==> src/design/hid_key_pkg.sv <==
package hid_key_pkg;
  // Clock and report pacing
  localparam int CLK_HZ      = 10_000_000;
  localparam int POLL_MS     = 10;
  localparam int POLL_CYCLES = CLK_HZ / 1000 * POLL_MS;
  localparam int REPORT_BYTES = 8;

  // Report identifiers
  localparam logic [7:0] CMD_AUTH        = 8'hA7;
  localparam logic [7:0] CMD_RANDOM      = 8'hA8;
  localparam logic [7:0] CMD_PIN_READ    = 8'h90;
  localparam logic [7:0] CMD_FWID        = 8'h94;
  localparam logic [7:0] CMD_IRQ         = 8'h95;
  localparam logic [7:0] CMD_ANALOG_READ = 8'h96;
  localparam logic [7:0] CMD_PIN_CFG     = 8'h97;
  localparam logic [3:0] CMD_PERSIST_HI  = 4'h8;

  // Pin select codes
  localparam logic [7:0] SEL_PIN_ONE   = 8'h11;
  localparam logic [7:0] SEL_PIN_SEVEN = 8'h17;
  localparam logic [7:0] SEL_PIN_EIGHT = 8'h18;
  localparam logic [7:0] SEL_PIN_NINE  = 8'h19;
  localparam logic [7:0] SEL_PIN_TEN   = 8'h1A;
  localparam int PIN_NINE_IDX = 3;
  localparam int PIN_TEN_IDX  = 4;

  // Pin configuration codes
  localparam logic [2:0] CFG_DRIVE_LOW  = 3'h0;
  localparam logic [2:0] CFG_DRIVE_HIGH = 3'h1;
  localparam logic [2:0] CFG_INPUT      = 3'h2;
  localparam logic [2:0] CFG_IRQ_RISE   = 3'h5;
  localparam logic [2:0] CFG_IRQ_FALL   = 3'h6;
  localparam logic [2:0] CFG_RESET      = CFG_INPUT;
  localparam logic [7:0] IRQ_NAME_NINE  = 8'h09;
  localparam logic [7:0] IRQ_NAME_TEN   = 8'h0A;

  // Cipher
  localparam logic [31:0] XTEA_DELTA  = 32'h9E3779B9;
  localparam int          XTEA_ROUNDS = 32;

  // Identification string, seven characters per report, zero terminated
  localparam logic [55:0] FWID_PART0 = 56'h45524F4359454B;
  localparam logic [55:0] FWID_PART1 = 56'h00302E302E3120;

  // Register byte addresses
  localparam logic [7:0] ADDR_RX_LO  = 8'h00;
  localparam logic [7:0] ADDR_RX_HI  = 8'h04;
  localparam logic [7:0] ADDR_CTRL   = 8'h08;
  localparam logic [7:0] ADDR_STATUS = 8'h0C;
  localparam logic [7:0] ADDR_TX_LO  = 8'h10;
  localparam logic [7:0] ADDR_TX_HI  = 8'h14;
  localparam logic [7:0] ADDR_KEY0   = 8'h18;
  localparam logic [7:0] ADDR_KEY3   = 8'h24;

  // Field positions
  localparam int CTRL_SUBMIT  = 0;
  localparam int STAT_TXVALID = 0;
  localparam int STAT_BUSY    = 1;
  localparam int STAT_AUTH    = 2;
  localparam int STAT_REFUSED = 3;

  typedef enum logic [1:0] {ST_IDLE, ST_DECRYPT, ST_ENCRYPT, ST_POST} state_t;
endpackage : hid_key_pkg

==> src/design/xtea_core.sv <==
`timescale 1ns/1ps
module xtea_core (
  // Clock and reset
  input  wire logic        clk,
  input  wire logic        rst,
  // Request
  input  wire logic        start,
  input  wire logic        decrypt,
  input  wire logic [127:0] key,
  input  wire logic [63:0] v_in,
  // Result
  output logic             done,
  output logic [63:0]      v_out
);
  import hid_key_pkg::*;

  localparam logic [31:0] DEC_SUM = XTEA_DELTA * 32'(XTEA_ROUNDS);

  logic [31:0] v0;
  logic [31:0] v1;
  logic [31:0] sum;
  logic [4:0]  round;
  logic        busy;
  logic        mode_dec;
  logic [31:0] e_v0, e_v1, e_sum, d_v0, d_v1, d_sum;

  function automatic logic [31:0] kw(input logic [127:0] k, input logic [1:0] s);
    kw = k[32*s +: 32];
  endfunction : kw

  function automatic logic [31:0] mix(input logic [31:0] v);
    mix = ((v << 4) ^ (v >> 5)) + v;
  endfunction : mix

  // One full round per clock, both halves
  always_comb
  begin
    e_v0  = v0 + (mix(v1) ^ (sum + kw(key, sum[1:0])));
    e_sum = sum + XTEA_DELTA;
    e_v1  = v1 + (mix(e_v0) ^ (e_sum + kw(key, e_sum[12:11])));
    d_v1  = v1 - (mix(v0) ^ (sum + kw(key, sum[12:11])));
    d_sum = sum - XTEA_DELTA;
    d_v0  = v0 - (mix(d_v1) ^ (d_sum + kw(key, d_sum[1:0])));
  end

  // Round sequencer
  always_ff @(posedge clk)
  begin
    done <= 1'b0;
    if (rst)
    begin
      busy     <= 1'b0;
      round    <= 5'h0;
      v0       <= 32'h0;
      v1       <= 32'h0;
      sum      <= 32'h0;
      mode_dec <= 1'b0;
    end
    else if (start && !busy)
    begin
      busy     <= 1'b1;
      round    <= 5'h0;
      mode_dec <= decrypt;
      v0       <= v_in[31:0];
      v1       <= v_in[63:32];
      sum      <= decrypt ? DEC_SUM : 32'h0;
    end
    else if (busy)
    begin
      v0    <= mode_dec ? d_v0 : e_v0;
      v1    <= mode_dec ? d_v1 : e_v1;
      sum   <= mode_dec ? d_sum : e_sum;
      round <= round + 5'h1;
      if (round == 5'(XTEA_ROUNDS - 1))
      begin
        busy <= 1'b0;
        done <= 1'b1;
      end
    end
  end

  assign v_out = {v1, v0};

  chk_round_count: assert property (@(posedge clk) disable iff (rst)
    (start && !busy) |-> ##32 !done ##1 done)
    else $error("cipher did not finish after exactly 32 rounds");
endmodule : xtea_core

==> src/design/hid_key_command_interpreter.sv <==
//Functional notes
// Reports are eight bytes both ways, released on a 10 ms poll tick.
// Byte zero selects the command; unused bytes are ignored.
// Replies echo the command identifier, except challenge and random replies.
// Host finds the key by codes and a product string feature request.
// Challenge 0xA7 answers a fresh four-byte random in bytes zero to three.
// Host appends its random half, encrypts the block, sends it back.
// Device decrypts; first half mismatch gives an all-zero reply.
// On match, new device random, host half kept, block encrypted and sent.
// Host decrypts and checks its own half to finish authentication.
// Random request 0xA8 answers a four-byte random number.
// Pin read 0x90 carries one select byte naming one of five pins.
// Pin read reply echoes the select byte then level 00 or 01.
// Analog read 0x96 replies with a ten-bit ratio in two bytes.
// Pin configure 0x97 carries a select byte and a configuration code.
// Codes: drive low, drive high, input, rising or falling interrupt.
// Armed edge sends unsolicited 0x95 report naming pin 0x09 or 0x0A.
// Unsolicited interrupt reports wait while authentication is in progress.
// Identification 0x94 returns a zero-ended string, seven characters per report.
// Identifiers 0x80 to 0x8F are refused and change nothing.
// Cipher is 32-round xTEA, delta 0x9E3779B9, key word zero lowest.
// Host compares only the low 48 bits of the final block.
// Authentication state set by the challenge, cleared when its final reply posts.
//
// The APB interface to the registers and the register addresses were decided locally.
`timescale 1ns/1ps
module hid_key_command_interpreter #(
  parameter int POLL_CYCLES = hid_key_pkg::POLL_CYCLES,
  parameter int NUM_PINS    = 5
) (
  // Clock and reset
  input  wire logic                clk,
  input  wire logic                rst,
  // APB slave
  input  wire logic [7:0]          paddr,
  input  wire logic                psel,
  input  wire logic                penable,
  input  wire logic                pwrite,
  input  wire logic [31:0]         pwdata,
  output logic [31:0]              prdata,
  output logic                     pready,
  output logic                     pslverr,
  // Random source and analog sample
  input  wire logic [31:0]         rnd_word,
  output logic                     rnd_take,
  input  wire logic [9:0]          adc_value,
  // Virtual pins
  input  wire logic [NUM_PINS-1:0] pin_in,
  output logic [NUM_PINS-1:0]      pin_out,
  output logic [NUM_PINS-1:0]      pin_oe,
  // Indication
  output logic                     auth_active
);
  import hid_key_pkg::*;

  localparam int CW = $clog2(POLL_CYCLES + 1);

  state_t      state;
  logic [31:0] rx_lo, rx_hi, tx_lo, tx_hi;
  logic [31:0] key_word [4];
  logic [63:0] stage, eng_in, eng_out;
  logic [31:0] nonce;
  logic [7:0]  echo_id;
  logic        stage_echo, stage_irq, fw_more, auth_end;
  logic        eng_start, eng_dec, eng_done;
  logic        tx_valid, refused, poll_tick;
  logic [CW-1:0] poll_cnt;
  logic [2:0]  cfg [NUM_PINS];
  logic [1:0]  irq_prev, irq_pend, irq_hit;
  logic [3:0]  slot;

  // Command fields
  logic [7:0] cmd, arg1, arg2;
  logic       apb_wr, submit, ack, accept, post_now, irq_take;
  assign cmd  = rx_lo[7:0];
  assign arg1 = rx_lo[15:8];
  assign arg2 = rx_lo[23:16];
  assign slot = pin_slot(arg1);

  function automatic logic [3:0] pin_slot(input logic [7:0] sel);
    case (sel)
      SEL_PIN_ONE:   pin_slot = 4'h8;
      SEL_PIN_SEVEN: pin_slot = 4'h9;
      SEL_PIN_EIGHT: pin_slot = 4'hA;
      SEL_PIN_NINE:  pin_slot = 4'hB;
      SEL_PIN_TEN:   pin_slot = 4'hC;
      default:       pin_slot = 4'h0;
    endcase
  endfunction : pin_slot

  function automatic logic is_persist(input logic [7:0] id);
    is_persist = (id[7:4] == CMD_PERSIST_HI);
  endfunction : is_persist

  // Bus strobes and handshakes
  assign pready   = 1'b1;
  assign apb_wr   = psel && penable && pwrite;
  assign submit   = apb_wr && (paddr == ADDR_CTRL) && pwdata[CTRL_SUBMIT];
  assign ack      = apb_wr && (paddr == ADDR_STATUS) && pwdata[STAT_TXVALID];
  assign accept   = submit && (state == ST_IDLE);
  assign post_now = (state == ST_POST) && poll_tick && !tx_valid;
  assign irq_take = (state == ST_IDLE) && !accept && (|irq_pend) && !auth_active;

  // Poll interval divider
  always_ff @(posedge clk)
  begin
    if (rst)
    begin
      poll_cnt  <= '0;
      poll_tick <= 1'b0;
    end
    else
    begin
      poll_tick <= (poll_cnt == CW'(POLL_CYCLES - 1));
      poll_cnt  <= (poll_cnt == CW'(POLL_CYCLES - 1)) ? '0 : poll_cnt + CW'(1);
    end
  end

  // Register writes
  always_ff @(posedge clk)
  begin
    if (rst)
    begin
      rx_lo <= 32'h0;
      rx_hi <= 32'h0;
      for (int i = 0; i < 4; i++)
        key_word[i] <= 32'h0;
    end
    else if (apb_wr)
    begin
      if (paddr == ADDR_RX_LO)
        rx_lo <= pwdata;
      if (paddr == ADDR_RX_HI)
        rx_hi <= pwdata;
      for (int i = 0; i < 4; i++)
        if (paddr == ADDR_KEY0 + 8'(4 * i))
          key_word[i] <= pwdata;
    end
  end

  // Register reads, captured in the setup cycle
  always_ff @(posedge clk)
  begin
    if (rst)
    begin
      prdata  <= 32'h0;
      pslverr <= 1'b0;
    end
    else if (psel && !penable)
    begin
      pslverr <= 1'b0;
      prdata  <= 32'h0;
      case (paddr)
        ADDR_RX_LO:  prdata <= rx_lo;
        ADDR_RX_HI:  prdata <= rx_hi;
        ADDR_CTRL:   prdata <= 32'h0;
        ADDR_STATUS: prdata <= {28'h0, refused, auth_active, state != ST_IDLE, tx_valid};
        ADDR_TX_LO:  prdata <= tx_lo;
        ADDR_TX_HI:  prdata <= tx_hi;
        default:     pslverr <= !(paddr >= ADDR_KEY0 && paddr <= ADDR_KEY3 && paddr[1:0] == 2'h0);
      endcase
    end
  end

  // Command sequencer
  always_ff @(posedge clk)
  begin
    eng_start <= 1'b0;
    rnd_take  <= 1'b0;
    if (rst)
    begin
      state       <= ST_IDLE;
      stage       <= 64'h0;
      eng_in      <= 64'h0;
      eng_dec     <= 1'b0;
      nonce       <= 32'h0;
      echo_id     <= 8'h0;
      stage_echo  <= 1'b0;
      stage_irq   <= 1'b0;
      fw_more     <= 1'b0;
      auth_end    <= 1'b0;
      auth_active <= 1'b0;
    end
    else
    begin
      unique case (state)
        ST_IDLE:
        begin
          stage_echo <= 1'b1;
          stage_irq  <= 1'b0;
          echo_id    <= cmd;
          if (accept && auth_active)
          begin
            eng_in     <= {rx_hi, rx_lo};
            stage_echo <= 1'b0;
            eng_dec    <= 1'b1;
            eng_start <= 1'b1;
            state     <= ST_DECRYPT;
          end
          else if (accept && cmd == CMD_AUTH)
          begin
            nonce       <= rnd_word;
            rnd_take    <= 1'b1;
            stage       <= {32'h0, rnd_word};
            stage_echo  <= 1'b0;
            auth_active <= 1'b1;
            state       <= ST_POST;
          end
          else if (accept && cmd == CMD_RANDOM)
          begin
            rnd_take   <= 1'b1;
            stage      <= {32'h0, rnd_word};
            stage_echo <= 1'b0;
            state      <= ST_POST;
          end
          else if (accept && cmd == CMD_PIN_READ && slot[3])
          begin
            stage <= {40'h0, 7'h0, pin_in[slot[2:0]], arg1, cmd};
            state <= ST_POST;
          end
          else if (accept && cmd == CMD_ANALOG_READ)
          begin
            stage <= {40'h0, adc_value[7:0], 6'h0, adc_value[9:8], cmd};
            state <= ST_POST;
          end
          else if (accept && cmd == CMD_FWID)
          begin
            stage   <= {FWID_PART0, cmd};
            fw_more <= 1'b1;
            state   <= ST_POST;
          end
          else if (irq_take)
          begin
            stage      <= {48'h0, irq_pend[0] ? IRQ_NAME_NINE : IRQ_NAME_TEN, CMD_IRQ};
            stage_echo <= 1'b0;
            stage_irq  <= 1'b1;
            state      <= ST_POST;
          end
        end
        ST_DECRYPT:
        begin
          if (eng_done && eng_out[31:0] != nonce)
          begin
            stage    <= 64'h0;
            auth_end <= 1'b1;
            state    <= ST_POST;
          end
          else if (eng_done)
          begin
            eng_in    <= {eng_out[63:32], rnd_word};
            rnd_take  <= 1'b1;
            eng_dec   <= 1'b0;
            eng_start <= 1'b1;
            state     <= ST_ENCRYPT;
          end
        end
        ST_ENCRYPT:
        begin
          if (eng_done)
          begin
            stage    <= eng_out;
            auth_end <= 1'b1;
            state    <= ST_POST;
          end
        end
        ST_POST:
        begin
          if (post_now && fw_more)
          begin
            stage   <= {FWID_PART1, CMD_FWID};
            fw_more <= 1'b0;
          end
          else if (post_now)
          begin
            state    <= ST_IDLE;
            auth_end <= 1'b0;
            if (auth_end)
              auth_active <= 1'b0;
          end
        end
      endcase
    end
  end

  // Outbound report slot, a new post wins over a software clear
  always_ff @(posedge clk)
  begin
    if (rst)
    begin
      tx_valid <= 1'b0;
      tx_lo    <= 32'h0;
      tx_hi    <= 32'h0;
    end
    else if (post_now)
    begin
      tx_valid <= 1'b1;
      tx_lo    <= stage[31:0];
      tx_hi    <= stage[63:32];
    end
    else if (ack)
      tx_valid <= 1'b0;
  end

  // Refused submissions: busy, unknown pin, persistent-setting range
  always_ff @(posedge clk)
  begin
    if (rst)
      refused <= 1'b0;
    else if ((submit && state != ST_IDLE) || (accept && is_persist(cmd))
             || (accept && !auth_active && (cmd == CMD_PIN_READ || cmd == CMD_PIN_CFG)
                 && !slot[3]))
      refused <= 1'b1;
    else if (apb_wr && paddr == ADDR_STATUS && pwdata[STAT_REFUSED])
      refused <= 1'b0;
  end

  // Pin configuration and drivers
  always_ff @(posedge clk)
  begin
    if (rst)
    begin
      for (int i = 0; i < NUM_PINS; i++)
        cfg[i] <= CFG_RESET;
      pin_out <= '0;
      pin_oe  <= '0;
    end
    else if (accept && !auth_active && cmd == CMD_PIN_CFG && slot[3]
             && (arg2 <= 8'(CFG_INPUT) || arg2 == 8'(CFG_IRQ_RISE)
                 || arg2 == 8'(CFG_IRQ_FALL)))
    begin
      cfg[slot[2:0]]     <= arg2[2:0];
      pin_out[slot[2:0]] <= (arg2[2:0] == CFG_DRIVE_HIGH);
      pin_oe[slot[2:0]]  <= (arg2[2:0] == CFG_DRIVE_LOW) || (arg2[2:0] == CFG_DRIVE_HIGH);
    end
  end

  // Edge detection on the two interrupt-capable pins
  generate
    for (genvar g = 0; g < 2; g++)
    begin : g_irq
      localparam int P = (g == 0) ? PIN_NINE_IDX : PIN_TEN_IDX;
      assign irq_hit[g] = (cfg[P] == CFG_IRQ_RISE && pin_in[P] && !irq_prev[g])
                       || (cfg[P] == CFG_IRQ_FALL && !pin_in[P] && irq_prev[g]);
      always_ff @(posedge clk)
      begin
        if (rst)
        begin
          irq_prev[g] <= 1'b0;
          irq_pend[g] <= 1'b0;
        end
        else
        begin
          irq_prev[g] <= pin_in[P];
          if (irq_hit[g])
            irq_pend[g] <= 1'b1;
          else if (irq_take && (g == 0 || !irq_pend[0]))
            irq_pend[g] <= 1'b0;
        end
      end
    end
  endgenerate

  xtea_core u_cipher (
    .clk     (clk),
    .rst     (rst),
    .start   (eng_start),
    .decrypt (eng_dec),
    .key     ({key_word[3], key_word[2], key_word[1], key_word[0]}),
    .v_in    (eng_in),
    .done    (eng_done),
    .v_out   (eng_out)
  );

  chk_tx_on_tick: assert property (@(posedge clk) disable iff (rst)
    $rose(tx_valid) |-> $past(poll_tick))
    else $error("report released away from a poll tick");
  chk_reply_echo: assert property (@(posedge clk) disable iff (rst)
    (post_now && stage_echo) |=> tx_lo[7:0] == $past(echo_id))
    else $error("reply identifier differs from command");
  chk_auth_start: assert property (@(posedge clk) disable iff (rst)
    (accept && !auth_active && cmd == CMD_AUTH) |=> auth_active && rnd_take
      && stage[31:0] == $past(rnd_word))
    else $error("challenge did not open authentication with a random value");
  chk_irq_held: assert property (@(posedge clk) disable iff (rst)
    (post_now && stage_irq) |-> !auth_active)
    else $error("interrupt report during authentication");
  chk_mismatch_zero: assert property (@(posedge clk) disable iff (rst)
    (state == ST_DECRYPT && eng_done && eng_out[31:0] != nonce) |=> stage == 64'h0
      && state == ST_POST)
    else $error("failed check did not yield a zero reply");
  chk_match_encrypt: assert property (@(posedge clk) disable iff (rst)
    (state == ST_DECRYPT && eng_done && eng_out[31:0] == nonce) |=> state == ST_ENCRYPT
      && eng_in[63:32] == $past(eng_out[63:32]) && eng_start)
    else $error("host half not kept for the final block");
  chk_persist_refused: assert property (@(posedge clk) disable iff (rst)
    (accept && !auth_active && is_persist(cmd)) |=> refused && state == ST_IDLE)
    else $error("persistent-setting identifier not refused");
  chk_drive_high: assert property (@(posedge clk) disable iff (rst)
    (accept && !auth_active && cmd == CMD_PIN_CFG && slot[3] && arg2 == 8'h01)
      |=> pin_oe[$past(slot[2:0])] && pin_out[$past(slot[2:0])])
    else $error("drive-high code did not drive the pin");
  chk_random_take: assert property (@(posedge clk) disable iff (rst)
    (accept && !auth_active && cmd == CMD_RANDOM) |=> rnd_take && !stage_echo)
    else $error("random request did not consume a random word");

  cov_auth_done: cover property (@(posedge clk) disable iff (rst)
    state == ST_ENCRYPT && eng_done);
  cov_fwid_two: cover property (@(posedge clk) disable iff (rst)
    post_now && fw_more);
  cov_irq_post: cover property (@(posedge clk) disable iff (rst)
    post_now && stage_irq);
endmodule : hid_key_command_interpreter

==> config.mk <==
export PLATFORM = sky130hd
export DESIGN_NAME = hid_key_command_interpreter
export DESIGN_NICKNAME = d
export VERILOG_FILES = /design/src/design/hid_key_pkg.sv /design/src/design/xtea_core.sv /design/src/design/hid_key_command_interpreter.sv
export SDC_FILE = /design/constraint.sdc
export NUM_CORES = 2
export LEC_CHECK = 0
export BUFFER_PORTS_ARGS = -buffer_cell sky130_fd_sc_hd__buf_4
export CAP_MARGIN = 25
export CORE_AREA = 2 2 303 305
export DETAILED_ROUTE_END_ITERATION = 8
export DIE_AREA = 0 0 305 307
export PLACE_DENSITY = 0.71
export SETUP_SLACK_MARGIN = 0.5
export SYNTH_ARGS = -nofsm -noshare
export SYNTH_HDL_FRONTEND = slang
export SYNTH_SLANG_ARGS = --single-unit
==> constraint.sdc <==
create_clock -name clk -period 17.9 [get_ports clk]
set_input_delay 0 -clock clk [delete_from_list [all_inputs] [get_ports clk]]
set_output_delay 0 -clock clk [all_outputs]
set_load 0.005 [all_outputs]
==> flow_summary.ini <==
[outcome]
outcome = finished, final reports clean

[global_routing]
grtUsageTotal_pct = 39.7
grt_pass1_wl_um = 279000
grt_overflow = 0
grt_start_max_net_pins = 113
antenna_found_initial = 8
grt_pass1_vias = 43800

[sta]
finClkSkew_ps = 44.9
tightestPinTransition_ps = 1210
post-route-period-util_pct = 61.5
fin_crit_ps = 11020
fin_tns_setup_ps = 0
rsz0062_at_grt = false
final-max-slew-violation-count = 0
fmax_mhz = 90.8
hold_viol_final = 0
max_slew_margin_pct = 19.0
setup_viol_count_final = 0

[hold_path]
hold_class = in -> reg

[yosys]
async_reset_ff_share_pct = 0
synth-xor-area-share_pct = 12.1
synth_top_family_by_area = compound AO/OA/AOI/OAI gates
synth_area_leaders = dfxtp_1 19%, ha_1 10%, edfxtp_1 8.2%
syn_nets = 6197
synth_area_sq_um = 49300
synth_cell_types = 110
ys_ff_latch = 601
synth_compound_area_share_pct = 22.6
synthMuxAreaShare_pct = 8.43
synth-edff-count = 134
syn_inst = 5699
synth_warnings = 0
synth_fa_ha_area_share_pct = 10.5
syn_avg_cell_area_sq_um = 8.65
synth_top_cell_by_area = dfxtp_1
ys_seq_area_share_pct = 27.1
ys.flop_type = dfxtp_1
synthSimpleGateAreaFrac_pct = 16.0
synth_top_area_share_pct = 19.0

[cells_and_area]
largest-register = key_word
layout-drive-gt1-share_pct = 10.3
reg_top3 = key_word (128), eng_in (64), stage (64)
largest_reg_flops = 128
final_cell_mix = 606 x a21oi_1, 575 x nand2_1, 460 x dfxtp_1
fillCellCount = 7861
nets = 6285
final_cells = 7031
final_common_cell = a21oi_1
syn_to_final_growth_pct = 11.3

[power]
ir_drop_v = 0.000163
finalPower_uw = 4710
p_leak_uw = 0.0221
power-per-cell-area_nw_per_um2 = 85.8

[routing]
wl_um = 192000
ant_nets = 0
drc_errors = 0
drtIter0Drc = 5957
dr.pass1.iters = 7
wl_per_cell_um = 27.3
vias_per_cell = 6.65
vias = 46700

[floorplanning]
die_x_um = 305
rows = 111
die_y_um = 307
ios = 138
die_area_sq_um = 93600
initial_utilization_pct = 54.4
core_sq_um = 90700

[clocking]
clk_pin_slew_ps = 70
cts_tree = built
htreeDepth = 3
numCtsBuffers = 70
cts.path.max_buffers = 3
numClockSinks = 601
clk_latency_ps = 660
cts-root-buf = clkbuf_16

[placed_design]
placedCellCount = 6807
io_buffers = 136
dp_hpwl_um = 143000
gp_congestion = 1.02

[worst_setup_path]
critPathArrivalTime_ps = 11520
critPathSlowestCell = dfxtp_4
path_max_fanout = 31
crit_required_ps = 18410
end_kind = flop
critPathMostFrequentCell = a21o_1
path_class = reg -> reg
critPathMaxStageDelay_ps = 740
cp-start-kind = flop

[job]
drv_cap = 0
==> report_power, final <==
part	internal [uW]	switching, uW
combinational	576	983
sequential	1520	84.2
clock	893	648
==> layer usage <==
layer	vias up	part of all wire, %	global-route usage, %	routed length, um
met4	6	4.7	16.8	9030
li1	21000	-	-	-
met2	2972	43	60.6	82200
met1	22200	39	53.2	75300
met5	-	0.019	0	36
met3	592	13	10.1	25100
==> final timing paths <==
check,startpoint,endpoint,slack (ps),cells after the start
setup reg to reg,u_cipher.sum[0]$_SDFFE_PP0P_,u_cipher.v1[31]$_SDFFE_PP0P_,6880,41
setup / recovery,u_cipher.sum[0]$_SDFFE_PP0P_,u_cipher.v1[31]$_SDFFE_PP0P_,6880,41
hold reg to reg,stage[36]$_SDFFE_PP0P_,tx_hi[4]$_SDFFE_PP0P_,440,2
hold / removal,psel,tx_valid$_SDFFE_PP0P_,20,5
==> area by class of cell <==
type	count	area [sq um]	area share (%)
antenna	1	2.50	0.00456
clock buffer	91	1930	3.53
clock inverter	38	492	0.896
inverter	117	439	0.801
multi-input combinational	4680	34500	62.9
sequential	601	13400	24.4
tap	1186	1480	2.71
timing repair buffer	317	2630	4.79
==> cells in the mapped netlist, types with 11 or more instances <==
cell / number
a21oi_1: 606
nand2_1: 577
dfxtp_1: 467
nor2_1: 430
xnor2_1: 428
ha_1: 394
clkbuf_1: 251
xor2_1: 239
a211oi_1: 224
a21o_1: 202
and2_1: 154
o21ai_0: 145
edfxtp_1: 134
mux4_2: 127
mux2i_1: 126
inv_1: 116
nor3_1: 103
nand3_1: 97
nor2b_1: 76
a22oi_1: 67
nand2b_1: 53
o21bai_1: 51
o21a_1: 45
and3_1: 39
a221oi_1: 37
a311oi_1: 31
buf_1: 30
or3_1: 28
a31oi_1: 27
nand4_1: 24
o21ai_1: 23
or2_2: 21
o211ai_1: 18
nor4_1: 17
buf_2: 16
o31ai_1: 16
a211o_1: 14
fa_1: 12
a21boi_0: 11
==> per-stage QoR <==
step	cell area, sq um	utilization, %	hold slack, ps	worst slack (ps)
final	54900	60.5	24.6	6880
after global placement	51500	56.8	251	7240
after floorplan	49300	-	128	7890
after global routing	54900	60.5	75.9	6310
after CTS	54800	60.5	7.69	7020
after detailed placement	51500	56.8	265	7070
==> cell families (layout without fill, tap and decap cells) <==
kind of cell	Yosys count	count (layout)
compound gates	1666	1666
xor+xnor	673	673
fa+ha+maj	406	406
buf+inv	418	563
flops	601	601
mux	256	256
other cells	1	2
simple gates	1678	1678
==> worst max-delay path: cells and delay by family (launching register included) <==
kind | cells | cell delay, ps
muxes | 2 | 730
DFF | 1 | 740
adders and majority gates | 5 | 1690
and+or+nand+nor | 6 | 1300
AOI/OAI and AO/OA | 21 | 4700
xor gates and xnor gates | 7 | 1670
==> timing repair <==
action                                 CTS  global route
setup buffers                            0             0
endpoints found under the hold margin  352             0
hold buffers                            93             0
resized for setup                        0             0
Power figures use the tool's default switching activity.
